--- src/hdl/link_health_pkg.sv ---
package link_health_pkg;

    localparam int unsigned ADDR_W          = 12;
    localparam int unsigned DATA_W          = 8;
    localparam int unsigned NUM_LANES       = 2;

    localparam logic [ADDR_W-1:0] LANE2_HEALTH_OFS = 12'h4B2;
    localparam logic [ADDR_W-1:0] LANE3_HEALTH_OFS = 12'h4B3;

    localparam logic [DATA_W-1:0] HEALTH_RESET     = 8'h00;
    localparam logic [DATA_W-1:0] UNMAPPED_RDATA   = 8'h00;
    localparam logic [7:0]        ERR_CNT_MAX      = 8'hFF;
    localparam logic [7:0]        ERR_CNT_RESET    = 8'h00;

    localparam int unsigned BIT_DISPARITY   = 7;
    localparam int unsigned BIT_INVALID     = 6;
    localparam int unsigned BIT_STRAY_CTRL  = 5;
    localparam int unsigned BIT_DESKEW      = 4;
    localparam int unsigned BIT_LANE_SYNC   = 3;
    localparam int unsigned BIT_CHECKSUM    = 2;
    localparam int unsigned BIT_FRAME_SYNC  = 1;
    localparam int unsigned BIT_CODE_GROUP  = 0;

    // Saturating increment keeps a noisy lane from wrapping to a low count.
    function automatic logic [7:0] sat_inc(input logic [7:0] cnt,
                                           input logic       evt);
        if (evt && (cnt != ERR_CNT_MAX)) begin
            return 8'(cnt + 8'h01);
        end
        return cnt;
    endfunction : sat_inc

endpackage : link_health_pkg

--- src/hdl/lane_status_if.sv ---
`timescale 1ns/1ps
`default_nettype none
interface lane_status_if;
    logic       disparity_err;
    logic       invalid_code_err;
    logic       stray_ctrl_err;
    logic       deskew_done;
    logic       initial_lane_sync_ok;
    logic       config_checksum_ok;
    logic       frame_sync_ok;
    logic       code_group_sync_ok;
    logic [7:0] health;

    modport tracker (
        input  disparity_err,
        input  invalid_code_err,
        input  stray_ctrl_err,
        input  deskew_done,
        input  initial_lane_sync_ok,
        input  config_checksum_ok,
        input  frame_sync_ok,
        input  code_group_sync_ok,
        output health
    );

    modport bank (
        output disparity_err,
        output invalid_code_err,
        output stray_ctrl_err,
        output deskew_done,
        output initial_lane_sync_ok,
        output config_checksum_ok,
        output frame_sync_ok,
        output code_group_sync_ok,
        input  health
    );
endinterface : lane_status_if
`default_nettype wire

--- src/hdl/lane_health_tracker.sv ---
`timescale 1ns/1ps
`default_nettype none
module lane_health_tracker
    import link_health_pkg::*;
(
    input  wire logic       ref_clk,
    input  wire logic       reset_n,
    input  wire logic [7:0] error_threshold,
    input  wire logic       clear_error_counts,
    lane_status_if.tracker  lane
);

    logic [7:0] disp_cnt_reg;
    logic [7:0] disp_cnt_next;
    logic [7:0] nit_cnt_reg;
    logic [7:0] nit_cnt_next;
    logic [7:0] stray_cnt_reg;
    logic [7:0] stray_cnt_next;
    logic [7:0] health_reg;
    logic [7:0] health_next;

    always_comb begin
        disp_cnt_next  = sat_inc(disp_cnt_reg, lane.disparity_err);
        nit_cnt_next   = sat_inc(nit_cnt_reg, lane.invalid_code_err);
        stray_cnt_next = sat_inc(stray_cnt_reg, lane.stray_ctrl_err);
        if (clear_error_counts) begin
            disp_cnt_next  = ERR_CNT_RESET;
            nit_cnt_next   = ERR_CNT_RESET;
            stray_cnt_next = ERR_CNT_RESET;
        end
        health_next = HEALTH_RESET;
        // Flags follow the counts one cycle late, so a read sees a settled
        // comparison rather than one racing a counter update.
        health_next[BIT_DISPARITY]  = disp_cnt_reg >= error_threshold;
        health_next[BIT_INVALID]    = nit_cnt_reg >= error_threshold;
        health_next[BIT_STRAY_CTRL] = stray_cnt_reg >= error_threshold;
        // The sync bits are passed through unconditionally; when the
        // alignment sequence is skipped software must ignore bits 4 to 1.
        health_next[BIT_DESKEW]     = lane.deskew_done;
        health_next[BIT_LANE_SYNC]  = lane.initial_lane_sync_ok;
        health_next[BIT_CHECKSUM]   = lane.config_checksum_ok;
        health_next[BIT_FRAME_SYNC] = lane.frame_sync_ok;
        health_next[BIT_CODE_GROUP] = lane.code_group_sync_ok;
    end

    always_ff @(posedge ref_clk or negedge reset_n) begin
        if (!reset_n) begin
            disp_cnt_reg  <= ERR_CNT_RESET;
            nit_cnt_reg   <= ERR_CNT_RESET;
            stray_cnt_reg <= ERR_CNT_RESET;
            health_reg    <= HEALTH_RESET;
        end else begin
            disp_cnt_reg  <= disp_cnt_next;
            nit_cnt_reg   <= nit_cnt_next;
            stray_cnt_reg <= stray_cnt_next;
            health_reg    <= health_next;
        end
    end

    assign lane.health = health_reg;
endmodule : lane_health_tracker
`default_nettype wire

--- src/hdl/serial_lane_link_status.sv ---
`timescale 1ns/1ps
`default_nettype none
// Functional notes
// Bit 7: disparity count at/above threshold
// Bit 6: not-in-table count reaches threshold
// Bit 5: misplaced control-char count reaches threshold
// Flags compare greater-or-equal against threshold
// Bit 4: inter-lane deskew achieved
// Bit 3: initial lane sync achieved
// Bit 2: config checksum correct
// Bit 1: frame sync achieved
// Bit 0: code group sync, always valid
// Bits 4..1 meaningless when alignment skipped
// Lane 2 at 0x4B2, lane 3 at 0x4B3
// All bits reset zero, read-only
// Saturating per-lane counters per error type
module serial_lane_link_status
    import link_health_pkg::*;
(
    input  wire logic                 ref_clk,
    input  wire logic                 reset_n,
    input  wire logic [ADDR_W-1:0]    reg_addr,
    input  wire logic                 reg_rd_en,
    input  wire logic                 reg_wr_en,
    input  wire logic [DATA_W-1:0]    reg_wdata,
    output var  logic [DATA_W-1:0]    reg_rdata,
    output var  logic                 reg_rd_valid,
    input  wire logic [7:0]           error_threshold,
    input  wire logic                 clear_error_counts,
    input  wire logic                 skip_alignment_sequence,
    input  wire logic [NUM_LANES-1:0] disparity_err,
    input  wire logic [NUM_LANES-1:0] invalid_code_err,
    input  wire logic [NUM_LANES-1:0] stray_ctrl_err,
    input  wire logic [NUM_LANES-1:0] deskew_done,
    input  wire logic [NUM_LANES-1:0] initial_lane_sync_ok,
    input  wire logic [NUM_LANES-1:0] config_checksum_ok,
    input  wire logic [NUM_LANES-1:0] frame_sync_ok,
    input  wire logic [NUM_LANES-1:0] code_group_sync_ok
);

    logic [DATA_W-1:0] lane_health [NUM_LANES];
    logic [DATA_W-1:0] rdata_reg;
    logic [DATA_W-1:0] rdata_next;
    logic              rd_valid_reg;
    logic              rd_valid_next;
    logic              addr_hit;

    lane_status_if lane_bus [NUM_LANES] ();

    for (genvar g = 0; g < NUM_LANES; g++) begin : g_lane
        assign lane_bus[g].disparity_err        = disparity_err[g];
        assign lane_bus[g].invalid_code_err     = invalid_code_err[g];
        assign lane_bus[g].stray_ctrl_err       = stray_ctrl_err[g];
        assign lane_bus[g].deskew_done          = deskew_done[g];
        assign lane_bus[g].initial_lane_sync_ok = initial_lane_sync_ok[g];
        assign lane_bus[g].config_checksum_ok   = config_checksum_ok[g];
        assign lane_bus[g].frame_sync_ok        = frame_sync_ok[g];
        assign lane_bus[g].code_group_sync_ok   = code_group_sync_ok[g];
        assign lane_health[g]                   = lane_bus[g].health;

        lane_health_tracker u_tracker (
            .ref_clk            (ref_clk),
            .reset_n            (reset_n),
            .error_threshold    (error_threshold),
            .clear_error_counts (clear_error_counts),
            .lane               (lane_bus[g])
        );
    end

    // Read decode. Writes are accepted on the port but touch nothing, so a
    // stray write can never mask a real link fault.
    always_comb begin
        addr_hit      = 1'b1;
        rd_valid_next = reg_rd_en;
        rdata_next    = rdata_reg;
        if (reg_rd_en) begin
            unique case (reg_addr)
                LANE2_HEALTH_OFS: rdata_next = lane_health[0];
                LANE3_HEALTH_OFS: rdata_next = lane_health[1];
                default: begin
                    rdata_next = UNMAPPED_RDATA;
                    addr_hit   = 1'b0;
                end
            endcase
        end
    end

    always_ff @(posedge ref_clk or negedge reset_n) begin
        if (!reset_n) begin
            rdata_reg    <= HEALTH_RESET;
            rd_valid_reg <= 1'b0;
        end else begin
            rdata_reg    <= rdata_next;
            rd_valid_reg <= rd_valid_next;
        end
    end

    assign reg_rdata    = rdata_reg;
    assign reg_rd_valid = rd_valid_reg;
endmodule : serial_lane_link_status
`default_nettype wire

--- config.mk ---
export PLATFORM = sky130hd
export DESIGN_NAME = serial_lane_link_status
export DESIGN_NICKNAME = d
export VERILOG_FILES = /design/src/hdl/link_health_pkg.sv /design/src/hdl/lane_status_if.sv /design/src/hdl/lane_health_tracker.sv /design/src/hdl/serial_lane_link_status.sv
export SDC_FILE = /design/constraint.sdc
export NUM_CORES = 1
export LEC_CHECK = 0
export BUFFER_PORTS_ARGS = -buffer_cell sky130_fd_sc_hd__clkbuf_2
export CORE_MARGIN = 3
export CORE_UTILIZATION = 60
export CTS_BUF_LIST = sky130_fd_sc_hd__clkbuf_4
export DETAILED_ROUTE_END_ITERATION = 10
export PLACE_DENSITY = 0.82
export REMOVE_ABC_BUFFERS = 1
export SETUP_SLACK_MARGIN = 0.15
export SLEW_MARGIN = 30
export SYNTH_ARGS = -nofsm -noshare
export SYNTH_HDL_FRONTEND = slang
export SYNTH_HIERARCHICAL = 1
export SYNTH_SLANG_ARGS = --single-unit
--- constraint.sdc ---
create_clock -name ref_clk -period 2.1 [get_ports ref_clk]
set_input_delay 0.21 -clock ref_clk [delete_from_list [all_inputs] [get_ports ref_clk]]
set_output_delay 0.21 -clock ref_clk [all_outputs]
set_load 0.005 [all_outputs]
==> flow_summary.json, run 1 <==
{
  "status": "completed",
  "critPathArrivalTime_ps": 1960,
  "hp-class": "in2reg",
  "die_h_microns": 93.84,
  "syn2layout_area_growth_pct": 13.43,
  "portBuffers": 48,
  "syn_inst": 452,
  "num_rows": 31,
  "ys.warnings.count": 6,
  "dp_hpwl_mm": 7.115,
  "drv_cap": 0,
  "cts_num_sinks": 73,
  "use_met3": 0.04487,
  "drt_iter0_markers": 176,
  "slew_headroom": 0.5520,
  "path_cells": "inv_1, ha_1, nand2b_1, a2111oi_0, o31ai_1",
  "final_max_slew_viol_count": 0,
  "hold_viol": 0,
  "synth_area_leaders": "dfrtp_1, ha_1, mux2_2",
  "grt_use_total": 0.2361,
  "yosys.area.top_type": "dfrtp_1",
  "crit_path_end_kind": "flop",
  "worst-path-buf-inv": 1,
  "via_per_inst": 6.187,
  "post_drt_wl_per_cell_microns": 16.00,
  "diodes": 0,
  "clk_path_buf_depth": 2,
  "drive_above_1_share": 0.1973,
  "ant_nets": 0,
  "clk_pin_slew_ps": 130,
  "postCtsSetupBuffers": 0,
  "synth.distinct_cells": 46,
  "ys_ff_latch": 73,
  "setup_viol": 0,
  "routed_wl_mm": 9.855,
  "synth.avg_cell_area_sq_um": 10.24,
  "finalSetupTns_ps": 0,
  "ys_seq_area_frac": 0.3946,
  "core_area_sq_um": 7370,
  "grt_pass1_wl_mm": 16.59,
  "cts.root.buffer_cell": "clkbuf_4",
  "drt_pass1_iterations": 4,
  "cpPeakStageDelay_ps": 490,
  "path_max_fanout": 4,
  "max_freq_ghz": 0.5964,
  "finClkSkew_ps": 15.58,
  "crit_cells": 5,
  "cts_resized": 0,
  "clk_latency_ps": 410,
  "place_ws_ps": 428.4,
  "ioPinCount": 59,
  "min_period_ps": 1677,
  "cts_max_level": 3,
  "power.density_nw_per_um2": 539.2,
  "p_leak_nw": 2.620,
  "cpLargestDelayFamily": "compound AO/OA/AOI/OAI gates",
  "holdWs_ps": 26.47,
  "drcViolationCount": 0,
  "met2_usage": 0.3755,
  "cp.required_ps": 2380,
  "tightestPinTransition_ps": 671.9,
  "tritoncts": "built",
  "busiest_layer": "met2",
  "route.vias.total": 3811,
  "gp_congestion": 0.8532,
  "fin_crit_sh": 0.7984,
  "start_util": 0.6282,
  "slowest_stage": "a2111oi_0",
  "grt_pass1_vias": 3627,
  "fin_ws_ps": 423.4,
  "die-area_sq_um": 8806,
  "r2r_cells": 5,
  "synthDominantCellAreaShare": 0.3946,
  "synth_ff_type": "dfrtp_1",
  "irDropWorstVdd_v": 0.0003963,
  "path_class": "reg2reg",
  "die-width_microns": 93.84,
  "antenna_found_initial": 0,
  "synth_area_sq_um": 4629,
  "cp-start-kind": "flop",
  "rsz0062_at_grt": "false",
  "synth-edff-count": 0,
  "synthArstFlopShare": 1.000,
  "nNetsFinal": 616,
  "grt_max_degree": 74,
  "use_met1": 0.3224,
  "overflow": 0,
  "cts_buffers": 9,
  "worstHoldPathCells": 1
}
-- final timing paths --
| path | endpoint | start | slack, ps |
|---|---|---|---|
| min in group asynchronous | g_lane[1].u_tracker/disp_cnt_reg[2] | reset_n | 350 |
| worst min-delay path | reg_rd_valid | reg_rd_en | 30 |
| max in group asynchronous | g_lane[0].u_tracker/disp_cnt_reg[7] | reset_n | 1460 |
| worst max-delay path | g_lane[1].u_tracker/lane.health[5] | g_lane[1].u_tracker/stray_cnt_reg[0] | 420 |
| worst max register to register | g_lane[1].u_tracker/lane.health[5] | g_lane[1].u_tracker/stray_cnt_reg[0] | 420 |
| worst min register to register | reg_rdata[0] | reg_rdata[0] | 540 |
-- repair_timing --
action | 4_1_cts | 5_1_grt
hold buffers | 11 | 0
setup endpoints to repair | 0 | 0
hold endpoints to repair | 83 | 0
-- Yosys cell counts, drive strengths merged (7+ instances only) --
cell type	n
a2111oi	8
dfrtp	73
mux2	19
nor3	18
and3	10
nor2	28
a21oi	26
nand3	13
and4	8
a21boi	8
inv	30
buf	8
ha	54
nand4	13
o22ai	7
o31ai	8
nor2b	12
nand2	20
mux2i	13
-- metrics by stage --
stage | util | std cells | instance area (sq um) | power (mW)
finish | 0.7126 | 616 | 5251 | 2.831
global route | 0.7126 | 616 | 5251 | 2.964
CTS | 0.7126 | 616 | 5251 | 2.859
detailed placement | 0.6749 | 589 | 4974 | 1.810
global placement | 0.6749 | 589 | 4974 | 1.789
floorplan | - | 440 | 4569 | 1.649
-- routing by layer --
metal  up-vias  part of all wire
met5         -                 0
met4         0             0.016
met3        19             0.057
met2       136              0.47
met1      1828              0.46
li1       1828                 -
-- power breakdown --
| part | internal [mW] | total, mW | switching [mW] | leakage, nW |
|---|---|---|---|---|
| Combinational | 0.145 | 0.329 | 0.184 | 1.54 |
| Clock | 0.495 | 1.03 | 0.536 | 0.0913 |
| Sequential | 1.44 | 1.47 | 0.0317 | 0.985 |
| Total | 2.08 | 2.83 | 0.752 | 2.62 |
-- logic make-up after synthesis --
logic type / count (synthesis) / share of synthesized area
AO/OA/AOI/OAI: 100 / 0.1603
adder cells (fa/ha/maj): 54 / 0.1459
buffers and inverters: 44 / 0.03892
flip-flops: 73 / 0.3946
multiplexers: 32 / 0.07432
AND/OR/NAND/NOR: 149 / 0.1859
-- area by class of cell --
type	instances	area, sq um
clock buffer	9	67.56
clock inverter	7	100.1
fill	557	2118
inverter	32	120.1
multi-input combinational	335	2623
sequential	73	1827
tap	99	123.9
timing repair buffer	61	390.4
-- cells in the final DEF (no fill, tap or decap), drive strengths merged, types with 10 or more instances in the layout --
cell / synthesis / final
dlygate4sd3: 0 / 11
nand4: 13 / 13
clkbuf: 4 / 56
mux2i: 13 / 13
nand2: 20 / 20
and3: 10 / 10
a21oi: 26 / 26
mux2: 19 / 19
dfrtp: 73 / 73
nor2b: 12 / 12
inv: 30 / 33
nor2: 28 / 28
nor3: 18 / 18
nand3: 13 / 13
ha: 54 / 54
(Power assumes the default switching activity.)
==> run 2, diff against run 1 <==
Clock period 2.1 ns to 1.6 ns, I/O delays scaled along.
==> run 2 against run 1 <==
  * Sequential power up 31%
  * Non-clock buffer count increased by 42
  * Cell count up 6.8%
  * Die area did not move
  * Utilization rose by 12 points
  * Power rose by 32%
  * Clock skew is essentially flat
  * Register-to-register slack worse by 370 ps
  * Clock power is 6% higher
  * Setup slack got worse by 370 ps
  * Via count is 15% higher
  * Global-route usage rose by 4.0 points
  * Critical endpoint is now g_lane[1].u_tracker/lane.health[7]
==> flow_summary.json, run 2 (synthesized netlist as in run 1, its figures left out) <==
{
  "max_freq_ghz": 0.6483,
  "drt_pass1_iterations": 4,
  "tightestPinTransition_ps": 519.2,
  "nNetsFinal": 658,
  "drive_above_1_share": 0.4025,
  "pwr-share-comb": 0.190,
  "via_per_inst": 6.634,
  "irDropWorstVdd_v": 0.0005933,
  "ant_nets": 0,
  "place_ws_ps": 13.96,
  "finalSetupTns_ps": 0,
  "drt_iter0_markers": 278,
  "crit-reg2reg-launch": "g_lane[1].u_tracker/disp_cnt_reg[6]",
  "start_util": 0.6282,
  "post_drt_wl_per_cell_microns": 20.93,
  "fillers": 403,
  "fin_ws_ps": 57.50,
  "die-width_microns": 93.84,
  "busiest_layer": "met2",
  "cpLargestDelayFamily": "flip-flops",
  "status": "completed",
  "worstHoldPathCells": 4,
  "die_h_microns": 93.84,
  "use_met3": 0.05128,
  "fin_area_sq_um": 6118,
  "drcViolationCount": 0,
  "portBuffers": 48,
  "crit_cells": 4,
  "min_period_ps": 1542,
  "path_max_fanout": 4,
  "path_class": "reg2reg",
  "clk_latency_ps": 440,
  "cts_num_sinks": 73,
  "grt_pass1_vias": 4056,
  "seqPwrFrac": 0.517,
  "slew_headroom": 0.6539,
  "final_cell_mix": "dfrtp_1, clkbuf_2, buf_4, ha_1",
  "clk_path_buf_depth": 2,
  "slowest_stage": "dfrtp_1",
  "cts_max_level": 3,
  "grt_max_degree": 74,
  "r2r_cells": 4,
  "setup_viol": 0,
  "p_leak_nw": 2.850,
  "num_rows": 31,
  "cts.root.buffer_cell": "clkbuf_4",
  "fin_crit_sh": 0.9641,
  "path_cells": "ha_1, and2_4, o2111ai_1, o31ai_2",
  "die-area_sq_um": 8806,
  "switching_share": 0.3071,
  "rsz0062_at_grt": "true",
  "antenna_found_initial": 0,
  "critPathArrivalTime_ps": 1890,
  "p_sw_mw": 1.145,
  "grt_use_total": 0.2762,
  "diodes": 0,
  "tritoncts": "built",
  "p_int_mw": 2.585,
  "core_area_sq_um": 7370,
  "met2_usage": 0.4589,
  "routed_wl_mm": 13.77,
  "cpPeakStageDelay_ps": 450,
  "crit_start": "g_lane[1].u_tracker/disp_cnt_reg[6]",
  "min_from": "reg_addr[9]",
  "cp-start-kind": "flop",
  "route.vias.total": 4365,
  "crit_path_end_kind": "flop",
  "cts_buffers": 9,
  "worst-path-buf-inv": 0,
  "finClkSkew_ps": 15.31,
  "dp_hpwl_mm": 7.544,
  "placed_cell_area_sq_um": 5086,
  "gp_congestion": 0.9066,
  "layout_commonest_cell": "dfrtp_1",
  "hold_viol": 0,
  "use_met1": 0.3582,
  "pwr-share-clk": 0.293,
  "clk_pin_slew_ps": 140,
  "overflow": 0,
  "power.density_nw_per_um2": 609.7,
  "cp.required_ps": 1950,
  "grt_pass1_wl_mm": 19.17,
  "ioPinCount": 59,
  "total_power_mw": 3.730,
  "syn2layout_area_growth_pct": 32.16,
  "final_max_slew_viol_count": 0,
  "drv_cap": 0,
  "final_core_util": 0.8302,
  "hp-class": "in2reg"
}
[run 2: cell count changes in the layout (fill, tap and decap cells not counted), moves of 6 or more]
| cell | change |
|---|---|
| buf_4 | +38 |
| ha_1 | -19 |
| dfrtp_1 | -17 |
| dfrtp_2 | +17 |
| ha_4 | +15 |
| a2111oi_0 | -8 |
| and3_1 | -8 |
| and3_4 | +8 |
| a21boi_4 | +6 |
| mux2_2 | -6 |
| mux2_4 | +6 |
[run 2: worst paths after layout]
path / endpoint / slack (ps)
min in group asynchronous: g_lane[1].u_tracker/disp_cnt_reg[3] / 290
max in group asynchronous: g_lane[0].u_tracker/nit_cnt_reg[2] / 970
min reg2reg: reg_rdata[4] / 540
max reg2reg: g_lane[1].u_tracker/lane.health[7] / 60
min: reg_rdata[3] / 60
max: g_lane[1].u_tracker/lane.health[7] / 60
[run 2: final cells by class]
type                       count  area (sq um)  share of cell area
clock buffer                   9         67.56             0.01104
clock inverter                 7         60.06            0.009816
inverter                      32         120.1             0.01963
multi-input combinational    335          3179              0.5196
sequential                    73          1848              0.3020
tap                           99         123.9             0.02025
timing repair buffer         103         719.4              0.1176
[run 2: through the flow]
step	hold WS (ps)	cells
floorplan	-135.6	440
global placement	222.7	604
detailed placement	238.3	604
CTS	35.10	646
global route	49.64	658
finish	62.56	658
[run 2: power by group through the flow]
stage,combinational (mW),sequential [mW],clock [mW]
floorplan,0.209,1.95,0
global placement,0.422,1.95,0
detailed placement,0.448,1.96,0
CTS,0.558,1.92,1.11
global route,0.762,1.93,1.19
finish,0.709,1.93,1.09
[run 2: per-layer routing]
layer / share of wire / vias to the layer above
li1: - / 1913
met1: 0.39 / 2130
met2: 0.50 / 252
met3: 0.071 / 70
met4: 0.048 / 0
met5: 0 / -
[run 2: what timing repair did]
action | CTS | global route
buffers inserted | 14 | 12
pin swaps | 17 | 23
hold endpoints to repair | 84 | 0
setup endpoints to repair | 26 | 31
gates resized for setup | 50 | 70
hold buffers | 12 | 0
[run 2: worst min-delay path, delay by kind of cell]
kind	cells	cell delay (ps)
simple gates	2	130
compound gates	1	80
buf+inv	1	100
==> run 3, diff against run 2 <==
Settings changed: CORE_ASPECT_RATIO from default to 0.8, PLACE_DENSITY 0.82 to 0.83, SYNTH_HIERARCHICAL 1 to default.
==> run 3 against run 2 <==
  * Utilization down 2.7 points
  * Count of clock-buffer cells in the layout unchanged
  * Synthesized area down 6.8%
  * Worst hold slack worse by 44 ps
  * Global-route usage down 1.9 points
  * Sequential power about the same
  * Final area down 12%
  * Critical path type unchanged
==> flow_summary.json, run 3 <==
{
  "grt_use_total": 0.2575,
  "final_max_slew_viol_count": 0,
  "total_power_mw": 3.909,
  "die-width_microns": 100.8,
  "syn2layout_area_growth_pct": 24.12,
  "diodes": 0,
  "grt_pass1_wl_mm": 16.57,
  "tritoncts": "built",
  "status": "completed",
  "cts.root.buffer_cell": "clkbuf_4",
  "p_sw_mw": 0.9982,
  "die_h_microns": 81.87,
  "path_max_fanout": 4,
  "drt_iter0_markers": 222,
  "num_rows": 26,
  "clk_pin_slew_ps": 130,
  "cts_buffers": 9,
  "tightestPinTransition_ps": 484.0,
  "synth.distinct_cells": 46,
  "overflow": 0,
  "ys_ff_latch": 73,
  "drcViolationCount": 0,
  "irDropWorstVdd_v": 0.0004801,
  "ioPinCount": 59,
  "yosys-top-cells-count": "dfrtp_1, ha_1, nor2_1",
  "cts_max_level": 3,
  "hold_viol": 0,
  "seqPwrFrac": 0.495,
  "crit_path_end_kind": "flop",
  "synth.avg_cell_area_sq_um": 10.02,
  "synthDominantCellAreaShare": 0.4232,
  "cp-start-kind": "flop",
  "power.density_nw_per_um2": 729.7,
  "clk_latency_ps": 440,
  "min_period_ps": 1482,
  "slew_headroom": 0.6770,
  "synth_most_common_cell": "dfrtp_1",
  "max_freq_ghz": 0.6749,
  "core_area_sq_um": 6669,
  "synth_area_sq_um": 4317,
  "synth-edff-count": 0,
  "drt_pass1_iterations": 4,
  "dp_hpwl_mm": 6.980,
  "pwr-share-comb": 0.127,
  "pwr-share-clk": 0.377,
  "via_per_inst": 6.072,
  "gp_congestion": 0.8588,
  "path_class": "reg2reg",
  "fin_crit_sh": 0.9261,
  "p_int_mw": 2.911,
  "grt_pass1_vias": 3572,
  "start_util": 0.6473,
  "routed_wl_mm": 10.61,
  "critPathArrivalTime_ps": 1800,
  "syn_inst": 431,
  "nNetsFinal": 626,
  "cts_num_sinks": 73,
  "synth_ff_type": "dfrtp_1",
  "finClkSkew_ps": 17.83,
  "ys.warnings.count": 0,
  "route.vias.total": 3710,
  "setup_viol": 0,
  "final_cell_mix": "dfrtp_1, clkbuf_2, ha_1, nor2_1, inv_1",
  "layout_commonest_cell": "dfrtp_1",
  "switching_share": 0.2553,
  "synth_area_leaders": "dfrtp_1, ha_1, nor2_1",
  "p_leak_nw": 2.641,
  "portBuffers": 48,
  "antenna_found_initial": 0,
  "ys_seq_area_frac": 0.4232,
  "grt_max_degree": 74,
  "finalSetupTns_ps": 0,
  "drv_cap": 0,
  "synthArstFlopShare": 1.000,
  "clk_path_buf_depth": 2,
  "post_drt_wl_per_cell_microns": 17.36,
  "ant_nets": 0,
  "cp.required_ps": 1920,
  "yosys.area.top_type": "dfrtp_1",
  "drive_above_1_share": 0.2467,
  "rsz0062_at_grt": "true",
  "die-area_sq_um": 8254,
  "hp-class": "in2reg",
  "fillers": 402
}
-- run 3: cell count changes in the layout (fill, tap and decap cells not counted), sizes merged, moves of 8 or more --
| cell | delta |
|---|---|
| o21ai | +24 |
| mux2 | -19 |
| buf | -17 |
| nor2 | +11 |
| xnor2 | +11 |
| nor3 | -10 |
| a31oi | +9 |
| a2111oi | -8 |
| a21boi | -8 |
| a22oi | +8 |
| xor2 | +8 |
-- run 3: per-stage QoR --
step / utilization / hold slack (ps) / cells / area (sq um) / worst slack, ps
floorplan: - / -135.6 / 425 / 4294 / 176.7
global placement: 0.7088 / 219.9 / 567 / 4727 / 90.51
detailed placement: 0.7088 / 221.3 / 567 / 4727 / 42.58
CTS: 0.7634 / 10.68 / 598 / 5091 / 112.9
global route: 0.8034 / 15.46 / 611 / 5358 / 42.79
finish: 0.8034 / 18.15 / 611 / 5358 / 118.2
-- run 3: path summary, 6_finish.rpt --
| kind | startpoint | endpoint | slack (ps) | cells after the start |
|---|---|---|---|---|
| min in group asynchronous | reset_n | g_lane[1].u_tracker.stray_cnt_reg[0] | 250 | 3 |
| max in group asynchronous | reset_n | g_lane[0].u_tracker.stray_cnt_reg[3] | 980 | 3 |
| worst min register to register | g_lane[0].u_tracker.lane.health[3] | reg_rdata[3] | 490 | 2 |
| worst max-delay path | g_lane[0].u_tracker.stray_cnt_reg[5] | g_lane[0].u_tracker.stray_cnt_reg[3] | 120 | 5 |
| worst min-delay path | stray_ctrl_err[1] | g_lane[1].u_tracker.stray_cnt_reg[2] | 20 | 3 |
| worst max register to register | g_lane[0].u_tracker.stray_cnt_reg[5] | g_lane[0].u_tracker.stray_cnt_reg[3] | 120 | 5 |
-- run 3: routing by layer --
metal | track usage | wire length [microns] | up-vias
li1 | - | - | 1774
met1 | 0.3148 | 4265 | 1806
met5 | 0 | 0 | -
met2 | 0.4488 | 5527 | 98
met3 | 0.06367 | 505 | 32
met4 | 0.08479 | 308 | 0
-- run 3: worst max-delay path, cell delays in order (launching register included) --
cell and delay (ps):
dfrtp_1 450, nand3_1 170, buf_4 180, o31ai_1 300, xor2_1 210, nor2_1 60
-- run 3: area by class of cell --
| class | count | area [sq um] | area share |
|---|---|---|---|
| clock inverter | 7 | 116.4 | 0.02172 |
| inverter | 30 | 112.6 | 0.02102 |
| multi-input combinational | 322 | 2535 | 0.4731 |
| sequential | 73 | 1838 | 0.3431 |
| tap | 84 | 105.1 | 0.01962 |
| clock buffer | 9 | 67.56 | 0.01261 |
| timing repair buffer | 86 | 583.1 | 0.1088 |
-- run 3: power by group through the flow --
stage / clock [mW] / sequential (mW) / combinational [mW]
4_1_cts: 1.50 / 1.93 / 0.438
5_1_grt: 1.57 / 1.94 / 0.561
2_1_floorplan: 0 / 1.95 / 0.202
3_3_place_gp: 0 / 1.96 / 0.373
3_5_place_dp: 0 / 1.96 / 0.400
6_report: 1.47 / 1.94 / 0.498
-- run 3: logic make-up (layout without fill, tap and decap cells) --
kind of cell	after synthesis	after routing	share of synthesized area
mux	13	13	0.03014
simple gates	129	129	0.1620
buf+inv	36	132	0.03130
fa+ha+maj	54	54	0.1565
xor+xnor	19	19	0.03855
compound gates	107	107	0.1583
flops	73	73	0.4232
-- run 3: repair_timing --
| item | 4_1_cts | 5_1_grt |
|---|---|---|
| resized for setup | 12 | 42 |
| pin swaps | 5 | 22 |
| cloned | 0 | 0 |
| endpoints found under the setup margin | 14 | 44 |
| setup buffers | 3 | 13 |
| endpoints found under the hold margin | 84 | 0 |
| hold buffers | 12 | 0 |
